[src/common/stw_map.svh]
// Purpose: Offsets, field positions, reset values of the control two block
// Assumes: Register offsets are byte addresses on the plain register port
// Notes: Constants only, no logic
//
// Overview of operation
// Bit 31 picks backward compatible clock setup (0) or the newer one (1).
// Level trigger slave: bit 16 set lets inactive select raise unit flag.
// Dual data line mode runs only while bit 13 is one.
// In dual mode bit 12 zero receives, one transmits on both lines.
// Three wire: bit 11 sets on clock transition once start enable set.
// Bit 11 is one flop, seen here and at status bit 11.
// Start flag clears at transfer end or on writing one; zero does nothing.
// Bit 10 enables an interrupt when a three wire transfer begins.
// Hardware clears start enable at transfer end or when start flag clears.
// Transfer done event when counted bits reach the transfer bit length.
// Writing one to bit 9 forces the three wire transfer done now.
// The abort bit clears itself; it acts as a one cycle pulse.
// Bit 8 one ignores select, three wire; zero uses four wires.
// Three wire mode forces the select level trigger setting to one.
// Software aborts if no done interrupt arrives within its own timeout.
// Transfer bit length gives bits per transfer; zero means 32.
// Reserved bits read zero and ignore writes.
`ifndef STW_MAP_SVH
`define STW_MAP_SVH
`define STW_OFS_CTRL2 8'h3C
`define STW_OFS_STATUS 8'h44
`define STW_OFS_IRQ_STS 8'h50
`define STW_OFS_IRQ_MASK 8'h54
`define STW_BIT_COMPAT 31
`define STW_BIT_SS_OPT 16
`define STW_BIT_DUAL_EN 13
`define STW_BIT_DUAL_DIR 12
`define STW_BIT_START_FLAG 11
`define STW_BIT_START_EN 10
`define STW_BIT_ABORT 9
`define STW_BIT_NO_SEL 8
`define STW_CTRL2_RST 32'h00001000
`define STW_IRQ_MASK_RST 3'h7
`define STW_FULL_LEN 6'h20
`define STW_SYNC_STAGES 2
`endif

[src/common/stw_pkg.sv]
// Purpose: Types shared by the control two block
// Assumes: Constants live in stw_map.svh
// Notes: State structs hold all flops of each module
package stw_pkg;
  typedef struct packed {
    logic [7:0] addr;
    logic [31:0] wdata;
    logic wr;
    logic rd;
  } stw_regreq_s;

  typedef struct packed {
    logic clockCompatSelect;
    logic selectInactiveIrqOption;
    logic dualEn;
    logic dualDir;
    logic threeWireStartIrqEnable;
    logic ignoreSelectEnable;
  } stw_ctrl_s;

  typedef struct packed {
    logic first;
    logic second;
  } stw_sync_s;

  typedef struct packed {
    stw_ctrl_s ctrl;
    logic threeWireStartFlag;
    logic forceDonePulse;
    logic busy;
    logic [5:0] bitCnt;
    logic sclkPrev;
    logic selPrev;
    logic [2:0] irqSts;
    logic [2:0] irqMask;
    logic [1:0] dOut;
    logic [31:0] rdData;
  } stw_state_s;
endpackage

[src/hdl/stw_ctrl2_regs.sv]
// Purpose: Control two register, three wire start and abort, dual data lines
// Assumes: Serial clock and select are pins, sampled on sys_clk at 40 MHz
// Notes: Bit counting only; shifting of data is done elsewhere
//
// Implementation choice: strobed register access.
`timescale 1ns/10ps
`default_nettype none
`include "stw_map.svh"
module stw_ctrl2_regs (
  // Clock and reset
  input wire logic sys_clk,
  input wire logic rst_n,
  // Register port
  input wire stw_pkg::stw_regreq_s regReq,
  output logic [31:0] regRdata,
  // Configuration from other parts of the controller
  input wire logic slaveMode,
  input wire logic levelTrigSlave,
  input wire logic [4:0] transferBitLength,
  input wire logic [1:0] shiftOut,
  // Serial pins
  input wire logic serialClockPin,
  input wire logic selectPin_n,
  input wire logic slaveInPinIn,
  output logic slaveInPinOut,
  output logic slaveInPinOe,
  input wire logic slaveOutPinIn,
  output logic slaveOutPinOut,
  output logic slaveOutPinOe,
  // Synced data lines for the shifter
  output logic [1:0] dataLinesIn,
  // Controls and events to other parts
  output logic clockCompatSelect,
  output logic selectLevelTriggerForce,
  output logic dualIoActive,
  output logic transferDone,
  output logic unitFlagSet,
  output logic irq
);
  import stw_pkg::*;

  // A literal cannot be bit-selected, so the reset word gets a name first
  localparam logic [31:0] CTRL2_RST = `STW_CTRL2_RST;
  localparam stw_state_s ST_RST = '{
    ctrl: '{
      clockCompatSelect: CTRL2_RST[`STW_BIT_COMPAT],
      selectInactiveIrqOption: CTRL2_RST[`STW_BIT_SS_OPT],
      dualEn: CTRL2_RST[`STW_BIT_DUAL_EN],
      dualDir: CTRL2_RST[`STW_BIT_DUAL_DIR],
      threeWireStartIrqEnable: CTRL2_RST[`STW_BIT_START_EN],
      ignoreSelectEnable: CTRL2_RST[`STW_BIT_NO_SEL]
    },
    threeWireStartFlag: CTRL2_RST[`STW_BIT_START_FLAG],
    forceDonePulse: 1'b0,
    busy: 1'b0,
    bitCnt: 6'h00,
    sclkPrev: 1'b0,
    selPrev: 1'b1,
    irqSts: 3'h0,
    irqMask: `STW_IRQ_MASK_RST,
    dOut: 2'h0,
    rdData: 32'h00000000
  };

  stw_state_s st_r;
  stw_state_s st_nxt;
  logic [3:0] pinsS;
  logic sclkS;
  logic selS;
  logic sclkEdge;
  logic sclkRise;
  logic threeWire;
  logic wrCtrl;
  logic wrStat;
  logic wrISts;
  logic wrMask;
  logic countEvt;
  logic [5:0] cntNext;
  logic [5:0] lenBits;
  logic bitDone;
  logic abortEvt;
  logic doneEvt;
  logic startEvt;
  logic flagClr;
  logic ssInactEvt;
  logic driving;
  logic [31:0] ctrlView;

  stw_pin_sync #(
    .W(4)
  ) u_sync (
    .sys_clk(sys_clk),
    .rst_n(rst_n),
    .din({slaveOutPinIn, slaveInPinIn, ~selectPin_n, serialClockPin}),
    .dout(pinsS)
  );

  assign sclkS = pinsS[0];
  // Select enters inverted so the cleared sync matches an idle pin
  assign selS = ~pinsS[1];
  assign dataLinesIn = pinsS[3:2];

  // Edge finding uses the second sync flop against its own delayed copy
  assign sclkEdge = sclkS ^ st_r.sclkPrev;
  assign sclkRise = sclkS & ~st_r.sclkPrev;
  assign threeWire = slaveMode & st_r.ctrl.ignoreSelectEnable;

  assign wrCtrl = regReq.wr && regReq.addr == `STW_OFS_CTRL2;
  assign wrStat = regReq.wr && regReq.addr == `STW_OFS_STATUS;
  assign wrISts = regReq.wr && regReq.addr == `STW_OFS_IRQ_STS;
  assign wrMask = regReq.wr && regReq.addr == `STW_OFS_IRQ_MASK;

  // Zero length means a full word
  assign lenBits = (transferBitLength == 5'h00) ? `STW_FULL_LEN :
                   {1'b0, transferBitLength};
  // Four wire counts only while select is low
  assign countEvt = sclkRise & slaveMode & (threeWire | ~selS);
  assign cntNext = st_r.bitCnt + 6'h01;
  assign bitDone = countEvt && cntNext == lenBits;
  assign abortEvt = st_r.forceDonePulse & threeWire;
  assign doneEvt = bitDone | abortEvt;
  // The edge that ends a transfer must not leave the flag set again
  assign startEvt = threeWire & sclkEdge & ~doneEvt &
                    st_r.ctrl.threeWireStartIrqEnable;
  assign flagClr = (wrCtrl & regReq.wdata[`STW_BIT_START_FLAG]) |
                   (wrStat & regReq.wdata[`STW_BIT_START_FLAG]) |
                   doneEvt;
  assign ssInactEvt = slaveMode & levelTrigSlave & ~threeWire &
                      st_r.ctrl.selectInactiveIrqOption &
                      selS & ~st_r.selPrev;

  assign ctrlView = {st_r.ctrl.clockCompatSelect, 14'h0000,
                     st_r.ctrl.selectInactiveIrqOption, 2'h0,
                     st_r.ctrl.dualEn, st_r.ctrl.dualDir,
                     st_r.threeWireStartFlag,
                     st_r.ctrl.threeWireStartIrqEnable, 1'b0,
                     st_r.ctrl.ignoreSelectEnable, 8'h00};

  always_comb begin
    st_nxt = st_r;
    st_nxt.sclkPrev = sclkS;
    st_nxt.selPrev = selS;
    st_nxt.dOut = shiftOut;
    st_nxt.forceDonePulse = 1'b0;
    st_nxt.rdData = 32'h00000000;
    if (wrCtrl) begin
      st_nxt.ctrl.clockCompatSelect = regReq.wdata[`STW_BIT_COMPAT];
      st_nxt.ctrl.selectInactiveIrqOption = regReq.wdata[`STW_BIT_SS_OPT];
      st_nxt.ctrl.dualEn = regReq.wdata[`STW_BIT_DUAL_EN];
      st_nxt.ctrl.dualDir = regReq.wdata[`STW_BIT_DUAL_DIR];
      st_nxt.ctrl.threeWireStartIrqEnable = regReq.wdata[`STW_BIT_START_EN];
      st_nxt.ctrl.ignoreSelectEnable = regReq.wdata[`STW_BIT_NO_SEL];
      st_nxt.forceDonePulse = regReq.wdata[`STW_BIT_ABORT];
    end
    // Set beats clear when both land in one cycle
    st_nxt.threeWireStartFlag = startEvt |
                                (st_r.threeWireStartFlag & ~flagClr);
    // Hardware drop of the enable overrides a same cycle write
    if (doneEvt || (st_r.threeWireStartFlag && flagClr && !startEvt)) begin
      st_nxt.ctrl.threeWireStartIrqEnable = 1'b0;
    end
    if (doneEvt) begin
      st_nxt.busy = 1'b0;
    end else if (threeWire) begin
      // Only a rise opens a frame; the trailing fall after done stays idle
      st_nxt.busy = st_r.busy | sclkRise;
    end else begin
      st_nxt.busy = slaveMode & ~selS;
    end
    if (doneEvt || (!threeWire && selS)) begin
      st_nxt.bitCnt = 6'h00;
    end else if (countEvt) begin
      st_nxt.bitCnt = cntNext;
    end
    if (wrISts) begin
      st_nxt.irqSts = st_r.irqSts & ~regReq.wdata[2:0];
    end
    st_nxt.irqSts = st_nxt.irqSts |
                    {ssInactEvt, doneEvt, startEvt};
    if (wrMask) begin
      st_nxt.irqMask = regReq.wdata[2:0];
    end
    if (regReq.rd) begin
      case (regReq.addr)
        `STW_OFS_CTRL2: begin
          st_nxt.rdData = ctrlView;
        end
        `STW_OFS_STATUS: begin
          st_nxt.rdData[`STW_BIT_START_FLAG] = st_r.threeWireStartFlag;
        end
        `STW_OFS_IRQ_STS: begin
          st_nxt.rdData = {29'h00000000, st_r.irqSts};
        end
        `STW_OFS_IRQ_MASK: begin
          st_nxt.rdData = {29'h00000000, st_r.irqMask};
        end
        default: begin
          st_nxt.rdData = 32'h00000000;
        end
      endcase
    end
  end

  always_ff @(posedge sys_clk or negedge rst_n) begin
    if (!rst_n) begin
      st_r <= ST_RST;
    end else begin
      st_r <= st_nxt;
    end
  end

  // Pin drive: dual input leaves both lines free, dual output drives both
  assign driving = st_r.busy & slaveMode;
  assign dualIoActive = st_r.ctrl.dualEn;
  assign slaveOutPinOe = driving &
                         ~(st_r.ctrl.dualEn & ~st_r.ctrl.dualDir);
  assign slaveInPinOe = driving & st_r.ctrl.dualEn &
                        st_r.ctrl.dualDir;
  assign slaveOutPinOut = st_r.dOut[0];
  assign slaveInPinOut = st_r.dOut[1];

  assign regRdata = st_r.rdData;
  assign clockCompatSelect = st_r.ctrl.clockCompatSelect;
  assign selectLevelTriggerForce = threeWire;
  assign transferDone = doneEvt;
  assign unitFlagSet = doneEvt | ssInactEvt;
  assign irq = |(st_r.irqSts & st_r.irqMask);
endmodule
`default_nettype wire

[src/hdl/stw_pin_sync.sv]
// Purpose: Two flop synchroniser for pins entering the sys_clk domain
// Assumes: Inputs are asynchronous levels
// Notes: Only the second flop is visible outside
`timescale 1ns/10ps
`default_nettype none
module stw_pin_sync #(
  parameter int W = 4
) (
  // Clock and reset
  input wire logic sys_clk,
  input wire logic rst_n,
  // Levels
  input wire logic [W-1:0] din,
  output logic [W-1:0] dout
);
  import stw_pkg::*;

  genvar i;
  generate
    for (i = 0; i < W; i++) begin : g_bit
      stw_sync_s st_r;
      stw_sync_s st_nxt;
      always_comb begin
        st_nxt.first = din[i];
        st_nxt.second = st_r.first;
      end
      always_ff @(posedge sys_clk or negedge rst_n) begin
        if (!rst_n) begin
          st_r <= '0;
        end else begin
          st_r <= st_nxt;
        end
      end
      assign dout[i] = st_r.second;
    end
  endgenerate
endmodule
`default_nettype wire

[config.mk]
export PLATFORM = sky130hd
export DESIGN_NAME = stw_ctrl2_regs
export DESIGN_NICKNAME = d
export VERILOG_FILES = /design/src/common/stw_pkg.sv /design/src/hdl/stw_ctrl2_regs.sv /design/src/hdl/stw_pin_sync.sv
export VERILOG_INCLUDE_DIRS = /design/src /design/src/common
export SDC_FILE = /design/constraint.sdc
export NUM_CORES = 1
export LEC_CHECK = 0
export BUFFER_PORTS_ARGS = -buffer_cell sky130_fd_sc_hd__buf_2
export CAP_MARGIN = 15
export CORE_MARGIN = 2
export CORE_UTILIZATION = 45
export CTS_BUF_LIST = sky130_fd_sc_hd__clkbuf_16
export DETAILED_ROUTE_END_ITERATION = 10
export PLACE_DENSITY = 0.76
export SYNTH_ARGS = -nofsm -noshare
export SYNTH_HDL_FRONTEND = slang
export SYNTH_HIERARCHICAL = 1
export SYNTH_SLANG_ARGS = --single-unit
[constraint.sdc]
create_clock -name sys_clk -period 3.3 [get_ports sys_clk]
set_clock_uncertainty 0.1 [all_clocks]
set_input_delay 0.66 -clock sys_clk [delete_from_list [all_inputs] [get_ports sys_clk]]
set_output_delay 0.66 -clock sys_clk [all_outputs]
set_load 0.05 [all_outputs]
# After elaboration in Yosys (flattened, before gate mapping)
# Index checks and enable logic that the tools add are counted.
# word_totals
output_inout_bits	44
input_bits	57
reg_bits	65
# op_classes
n_bitwise	43
add_sub_neg	1
n_mux	13
reduce_logical	17
eq_ne	5
# op_table
operator	count
one-hot mux 11 bit (3 select lines)	1
2-to-1 mux 32 bit	1
equality test 8 x 7 -> 1 bit, second input constant	3
AND 1 bit	22
2-to-1 mux 20 bit	1
2-to-1 mux 6 bit	3
NOT 1 bit	9
equality test 8 x 6 -> 1 bit, second input constant	1
logical AND 1 bit	8
OR 1 bit	7
adder 6 x 1 -> 6 bit, second input constant	1
AND 3 bit	2
equality test 6 bit	1
logical NOT 5 bit	1
2-to-1 mux 1 bit	5
nonzero test 2 bit	2
2-to-1 mux 3 bit	1
NOT 3 bit	1
OR 3 bit	1
OR reduction 3 bit	1
logical NOT 1 bit	2
logical OR 1 bit	2
2-to-1 mux 2 bit	1
OR reduction 2 bit	1
bitwise XOR 1 bit	1

# Longest topological paths before layout
# Gate-level depths: netlist (run 1).
# logic_depth
word_depth	13
ltp_mapped	7
ltp_nobuf	7

# Modules after synthesis
# The synthesis (run 1) kept the hierarchy.
# by_module_without_submodules
mod	area_per_inst_um2	cells_each	n_inst
stw_ctrl2_regs	1949.4	189	1
stw_pin_sync	200.2	8	1

# Least setup slack after synthesis (run 1)
# OpenSTA, ideal clock, no wires.
# synth_path
path_kind	input-to-output
startpoint	input port transferBitLength[2]
endpoint	output port unitFlagSet
arrival_time_ns	2.328
n_path_buf	0
required_ns	2.540
stages	5
slack_ns	0.212
cell_sequence	or3b_1 a211oi_2 o311ai_4 o21ai_4 a31o_1
# synth_via
elab_chain_cells	6
# synth_lines
item	line_no	rtl
from (decl)	stw_ctrl2_regs.sv:19	input wire logic [4:0] transferBitLength,
logical NOT 5 bit	stw_ctrl2_regs.sv:114	assign lenBits = (transferBitLength == 5'h00) ? `STW_FULL_LEN :
2-to-1 mux 6 bit *	stw_ctrl2_regs.sv:114	
equality test 6 bit *	stw_ctrl2_regs.sv:119	assign bitDone = countEvt && cntNext == lenBits;
logical AND 1 bit *	stw_ctrl2_regs.sv:119	
OR 1 bit *	stw_ctrl2_regs.sv:121	assign doneEvt = bitDone | abortEvt;
net transferDone	stw_ctrl2_regs.sv:36	output logic transferDone,
OR 1 bit *	stw_ctrl2_regs.sv:226	assign unitFlagSet = doneEvt | ssInactEvt;
to (decl)	stw_ctrl2_regs.sv:37	output logic unitFlagSet,
# Mark *: on every way through the listed nets, which the timed path passes. The rest lies on a longest branch.

# Worst setup path in the final report (run 1)
# layout_path
startpoint	register st_r[42] in the netlist's numbering
endpoint	output port unitFlagSet
# layout_via
elab_chain_cells	5
# layout_lines
item	line_no	rtl
from (decl)	stw_ctrl2_regs.sv:65	stw_state_s st_r;
from (signal assigned)	stw_ctrl2_regs.sv:208	st_r <= st_nxt;
adder 6 x 1 -> 6 bit	stw_ctrl2_regs.sv:118	assign cntNext = st_r.bitCnt + 6'h01;
equality test 6 bit	stw_ctrl2_regs.sv:119	
logical AND 1 bit	stw_ctrl2_regs.sv:119	
OR 1 bit	stw_ctrl2_regs.sv:121	
OR 1 bit	stw_ctrl2_regs.sv:226	
# Every way passes these cells.

==> run summary, run 1 <==
Initial Util: 0.461
Critical Path RT: 2.54 ns
Reg2reg path depth: 7
CP delay by family, top: compound AO/OA/AOI/OAI gates
Avg Inst Size Synth: 10.9 um^2
Setup TNS: 0 ns
Static Leakage: 1.25 nW
Most common cell in the netlist: dfrtp_1
Routability cong.: 0.800
CP Max Fanout: 5
Final Critical Period: 3.18 ns
Sequential-to-total area share from yosys stat: 0.503
Post-Syn Area: 2150 um^2
Cells along the critical path: ha_1, or3b_1, a211oi_2, o311ai_4, o21ai_4, a31o_1, clkbuf_4
Antenna Nets Post-Route: 0
CTS tree: yes
Count of buffers from port buffering: 57
Global-route wire length before repair: 6.42 mm
List of most frequent post-synthesis cells: dfrtp_1, buf_4, nor2_1
Violation count after the first detailed-route iteration: 55
Cell taking the most area after synthesis: dfrtp_1
Inserted Clock Buffers: 5
GR Overflow Total: 0
Hold EP: u_sync/dout[1]$_DFF_PN0_
Setup WS pre-CTS: 0.261 ns
Longest Clk Path Bufs: 2
Avg Vias per Cell: 4.84
Worst hold path class: flip-flop to flip-flop
Nets: 310
Die ar.: 5350 um^2
Synth top area share: 0.442
Peak VDD IR: 0.000365 V
Reg-to-reg startpoint: st_r[42]$_DFFE_PN0P_
Unrepaired setup endpoints after global routing: false
TritonCTS Sinks: 43
Critical path arrival: 2.42 ns
Fmax: 0.314 GHz
Hold Path Stages: 0
Clock Latency Late Sink: 0.28 ns
DP Cell Count: 296
Io pins: 101
Post-Route WL: 3.92 mm
Non-Filler Instances: 306
Slew HR: 0.392
Worst setup EP type: primary output
Period utilization: 0.964
PD cells: 470 nW/um^2
Post-route worst setup slack: 0.118 ns
Area after DPL: 2340 um^2
EDFF count, synth: 0
FF-to-FF End: ctrlView[11]$_DFF_PN0_
Critical hold path startpoint: u_sync/g_bit[1].st_nxt[0]$_DFF_PN0_
Die Width: 73.1 um
Final setup viols: 0
Status: complete, no violations
Vias in the first global route: 1414
Pin count of the biggest net entering global routing: 44
Top FF cell, synth: dfrtp_1
Wire per inst: 12.8 um
Endpoints failing hold: 0
DRC violations left: 0
Total GRT Usage: 0.159
Number of antenna diodes: 0
Ys async rst share: 1.00
Dpl hpwl: 2.90 mm
Synthesis warning total: 6
Total power: 1.17 mW
H-tree level count: 2
Initial antenna violation count: 0
CTS root buf: clkbuf_16
Post-synth cell types: 40
FF+latch count, synth: 43
# hold bufs at CTS: 0
Max-cap violations: 0
CP Class: flip-flop to primary output
FP Rows: 25
Slowest-stage cell, CP: dfrtp_2
Synth top area cells: dfrtp_1, buf_4, dfstp_2, mux2_2, nor2_1
Share of layout cells above drive strength 1: 0.329
Die Ht: 73.1 um
Reg2Reg Setup Slack: 1.11 ns
Mapped Cells: 197
P&R area growth vs syn: 16.1%
Total number of vias: 1480
Slew @ Worst Pin: 0.912 ns
Drt pass-1 iters: 4
CP max stage delay: 0.41 ns
Type of origin of the critical path: flip-flop
CP bufs+invs: 1
Reg clk slew, reported paths: 0.06 ns
Slew Limit Fails: 0
Finished Cell Area: 2500 um^2
Core ar.: 4660 um^2
## power breakdown
part / leakage, nW / switching (mW) / internal (mW)
logic: 0.637 / 0.112 / 0.0363
registers: 0.553 / 0.0114 / 0.547
clock network: 0.0649 / 0.192 / 0.275
## placed cells by master, fill, tap and decap left out, types with 5 or more instances in the layout
master	netlist	layout
buf_2	0	56
nand3_1	5	5
xnor2_1	7	7
inv_1	7	7
dfrtp_1	38	37
clkbuf_16	0	5
nand2_1	15	15
nor2_1	18	18
nor3_1	8	8
conb_1	1	22
mux2_2	7	7
dfstp_2	5	5
and2_1	7	7
## layout make-up
cell class / count / area (um^2)
Sequential cell: 43 / 1080
Clock inverter: 3 / 15.0
Multi-Input combinational cell: 135 / 876
Fill cell: 414 / 2160
Timing Repair Buffer: 59 / 303
Clock buffer: 5 / 125
Tap cell: 54 / 67.6
Inverter: 7 / 26.3
## timing repair
action                     in CTS  in global routing
setup endpoints to repair       0                  1
resized for setup               0                  2
buffers inserted                0                  2
hold endpoints to repair        0                  0
## registers in the layout, summed over array words and instances (netlist names)
register             cells
clockCompatSelect        1
ctrlView                 5
dualIoActive             1
regRdata                10
slaveInPinOut            1
slaveOutPinOut           1
st_r                    16
u_sync/dout              4
u_sync/g_bit.st_nxt      4
## cells by family after synthesis
family          Yosys count  share of synthesized area
simple gates             66                      0.158
flops                    43                      0.503
buf+inv                  40                      0.126
compound gates           23                     0.0931
xor+xnor                 11                     0.0512
mux                      11                     0.0553
fa+ha+maj                 2                     0.0116
other cells               1                    0.00174
## how the worst max path moves through the flow
stage	to	startpoint	slack, ns	depth (start not counted)
floorplan	unitFlagSet	transferBitLength[2]	0.21	5
global placement	unitFlagSet	slaveMode	0.26	7
detailed placement	unitFlagSet	transferBitLength[2]	0.26	7
CTS	unitFlagSet	st_r[42]$_DFFE_PN0P_	0.01	7
global route	unitFlagSet	st_r[42]$_DFFE_PN0P_	0.02	7
finish	unitFlagSet	st_r[42]$_DFFE_PN0P_	0.12	7
## stage by stage
step,utilization,hold slack [ns]
after global routing,0.536,0.259
after floorplan,-,0.231
after CTS,0.532,0.250
after global placement,0.501,0.232
after detailed placement,0.501,0.236
final,0.536,0.246
## layer usage
layer,part of all wire,track usage,up-vias
met2,0.47,0.257,55
met1,0.41,0.184,688
met3,0.084,0.0608,8
met5,0,0,-
li1,-,-,729
met4,0.027,0.0802,0
Note: power is estimated with default switching activity, not from simulation.
==> inputs of run 2 (changes only) <==
--- a/config.mk
+++ b/config.mk
@@ -13,6 +13,7 @@
 export CTS_BUF_LIST = sky130_fd_sc_hd__clkbuf_16
 export DETAILED_ROUTE_END_ITERATION = 10
 export PLACE_DENSITY = 0.76
+export RECOVER_POWER = 25
 export SYNTH_ARGS = -nofsm -noshare
 export SYNTH_HDL_FRONTEND = slang
 export SYNTH_HIERARCHICAL = 1
==> run 2 against run 1 <==
Against the previous run: the flow now finishes with violations (max-capacitance violations, max-slew violations); combinational power barely moved; die area did not move; power is 0.11% lower; count of clock-buffer cells in the layout unchanged; non-clock buffer count unchanged.
==> run summary, run 2 (same netlist as run 1, synthesis figures left out) <==
Cells along the critical path: ha_1, or3b_1, a211oi_2, o311ai_4, o21ai_4, a31o_1, clkbuf_4
Longest Clk Path Bufs: 2
Total power: 1.17 mW
Critical hold path startpoint: u_sync/g_bit[1].st_nxt[0]$_DFF_PN0_
Share of layout cells above drive strength 1: 0.325
Nets: 310
Reg-to-reg startpoint: st_r[42]$_DFFE_PN0P_
Initial antenna violation count: 0
Slew Limit Fails: 44
Setup TNS: 0 ns
Number of flip-flops in the largest register: 16
Non-Filler Instances: 306
Type of origin of the critical path: flip-flop
Reg clk slew, reported paths: 0.06 ns
P_int: 0.858 mW
Io pins: 101
Period utilization: 0.966
Violation count after the first detailed-route iteration: 55
Wire per inst: 12.8 um
Most frequent cells in the layout: buf_2, dfrtp_1, conb_1, nor2_1, nand2_1
Comb pwr share: 0.127
Worst setup EP type: primary output
Fmax: 0.314 GHz
Endpoints failing hold: 0
Antenna Nets Post-Route: 0
Slew HR: -0.452
CTS root buf: clkbuf_16
Pin count of the biggest net entering global routing: 44
Worst hold path class: flip-flop to flip-flop
# fillers: 415
CP Class: flip-flop to primary output
CP max stage delay: 0.42 ns
Avg Vias per Cell: 4.89
Vias in the first global route: 1414
Psw: 0.314 mW
Clock power frac: 0.397
Critical Path RT: 2.54 ns
CP startpoint: st_r[42]$_DFFE_PN0P_
Core ar.: 4660 um^2
Status: complete, but fails checks
Total number of vias: 1495
Post-Route WL: 3.91 mm
# hold bufs at CTS: 0
Die Ht: 73.1 um
H-tree level count: 2
Dpl hpwl: 2.90 mm
Routability cong.: 0.800
Final setup viols: 0
Die Width: 73.1 um
Inserted Clock Buffers: 5
Switch share: 0.268
Final Critical Period: 3.19 ns
P&R area growth vs syn: 16.1%
GR Overflow Total: 0
DP Cell Count: 296
Most common cell after layout, fill and taps aside: buf_2
Sequential share of power: 0.477
Critical path arrival: 2.43 ns
Violated checks: max-capacitance violations, max-slew violations
Area after DPL: 2340 um^2
DRC violations left: 0
PD cells: 470 nW/um^2
Count of buffers from port buffering: 57
Total GRT Usage: 0.159
Global-route wire length before repair: 6.42 mm
Clock Latency Late Sink: 0.28 ns
Die ar.: 5350 um^2
FP Rows: 25
Min Hold Slack: 0.246 ns
Static Leakage: 1.25 nW
CP Max Fanout: 5
Drt pass-1 iters: 4
Peak VDD IR: 0.000361 V
Finished Cell Area: 2490 um^2
Slowest-stage cell, CP: dfrtp_2
TritonCTS Sinks: 43
CTS tree: yes
Number of antenna diodes: 0
Slew @ Worst Pin: 2.18 ns
Unrepaired setup endpoints after global routing: false
Max-cap violations: 1
Initial Util: 0.461
Most flop-heavy register: st_r
## run 2: cell count changes in the layout (fill, tap and decap cells not counted)
cell and delta:
buf_2 -1, clkbuf_1 +1
## run 2: layout make-up
class	instances	area (um^2)	share of cell area
multi-input combinational	135	876	0.351
clock buffer	5	125	0.0502
inverter	7	26.3	0.0105
tap	54	67.6	0.0271
timing repair buffer	59	302	0.121
clock inverter	3	15.0	0.00602
sequential	43	1080	0.434
## run 2: what timing repair did
action	in CTS	in global routing
resized for setup	0	2
setup endpoints to repair	0	1
buffers inserted	0	2
## run 2: stage by stage
| stage | util | setup WS, ns |
|---|---|---|
| finish | 0.535 | 0.113 |
| global route | 0.535 | 0.0241 |
| CTS | 0.532 | 0.0124 |
| detailed placement | 0.501 | 0.261 |
| global placement | 0.501 | 0.260 |
| floorplan | - | 0.212 |
## run 2: critical path: cells and delay by family, from the launching register on
kind / cells / cell delay (ns)
compound gates: 4 / 0.87
fa+ha+maj: 1 / 0.25
buf+inv: 1 / 0.23
flops: 1 / 0.42
simple gates: 1 / 0.38
## run 2: worst paths after layout
check	end	slack (ns)	cells past startpoint
max in group asynchronous	st_r[42]$_DFFE_PN0P_	0.79	1
min in group asynchronous	st_r[44]$_DFFE_PN0P_	0.91	1
setup reg to reg	ctrlView[11]$_DFF_PN0_	1.10	7
hold reg to reg	u_sync/dout[1]$_DFF_PN0_	0.25	0
hold / removal	u_sync/dout[1]$_DFF_PN0_	0.25	0
setup / recovery	unitFlagSet	0.11	7
## run 2: metal layers
metal | track usage | vias up | wire [um]
li1 | - | 730 | -
met1 | 0.184 | 701 | 1630
met3 | 0.0608 | 9 | 331
met4 | 0.0802 | 0 | 103
met2 | 0.257 | 55 | 1850
met5 | 0 | - | 0
## run 2: power groups by stage
stage,logic [mW],clock network (mW),registers [mW]
after floorplan,0.111,0,0.578
after global placement,0.147,0,0.567
after detailed placement,0.149,0,0.568
after CTS,0.150,0.477,0.558
after global routing,0.161,0.506,0.561
final,0.149,0.465,0.559
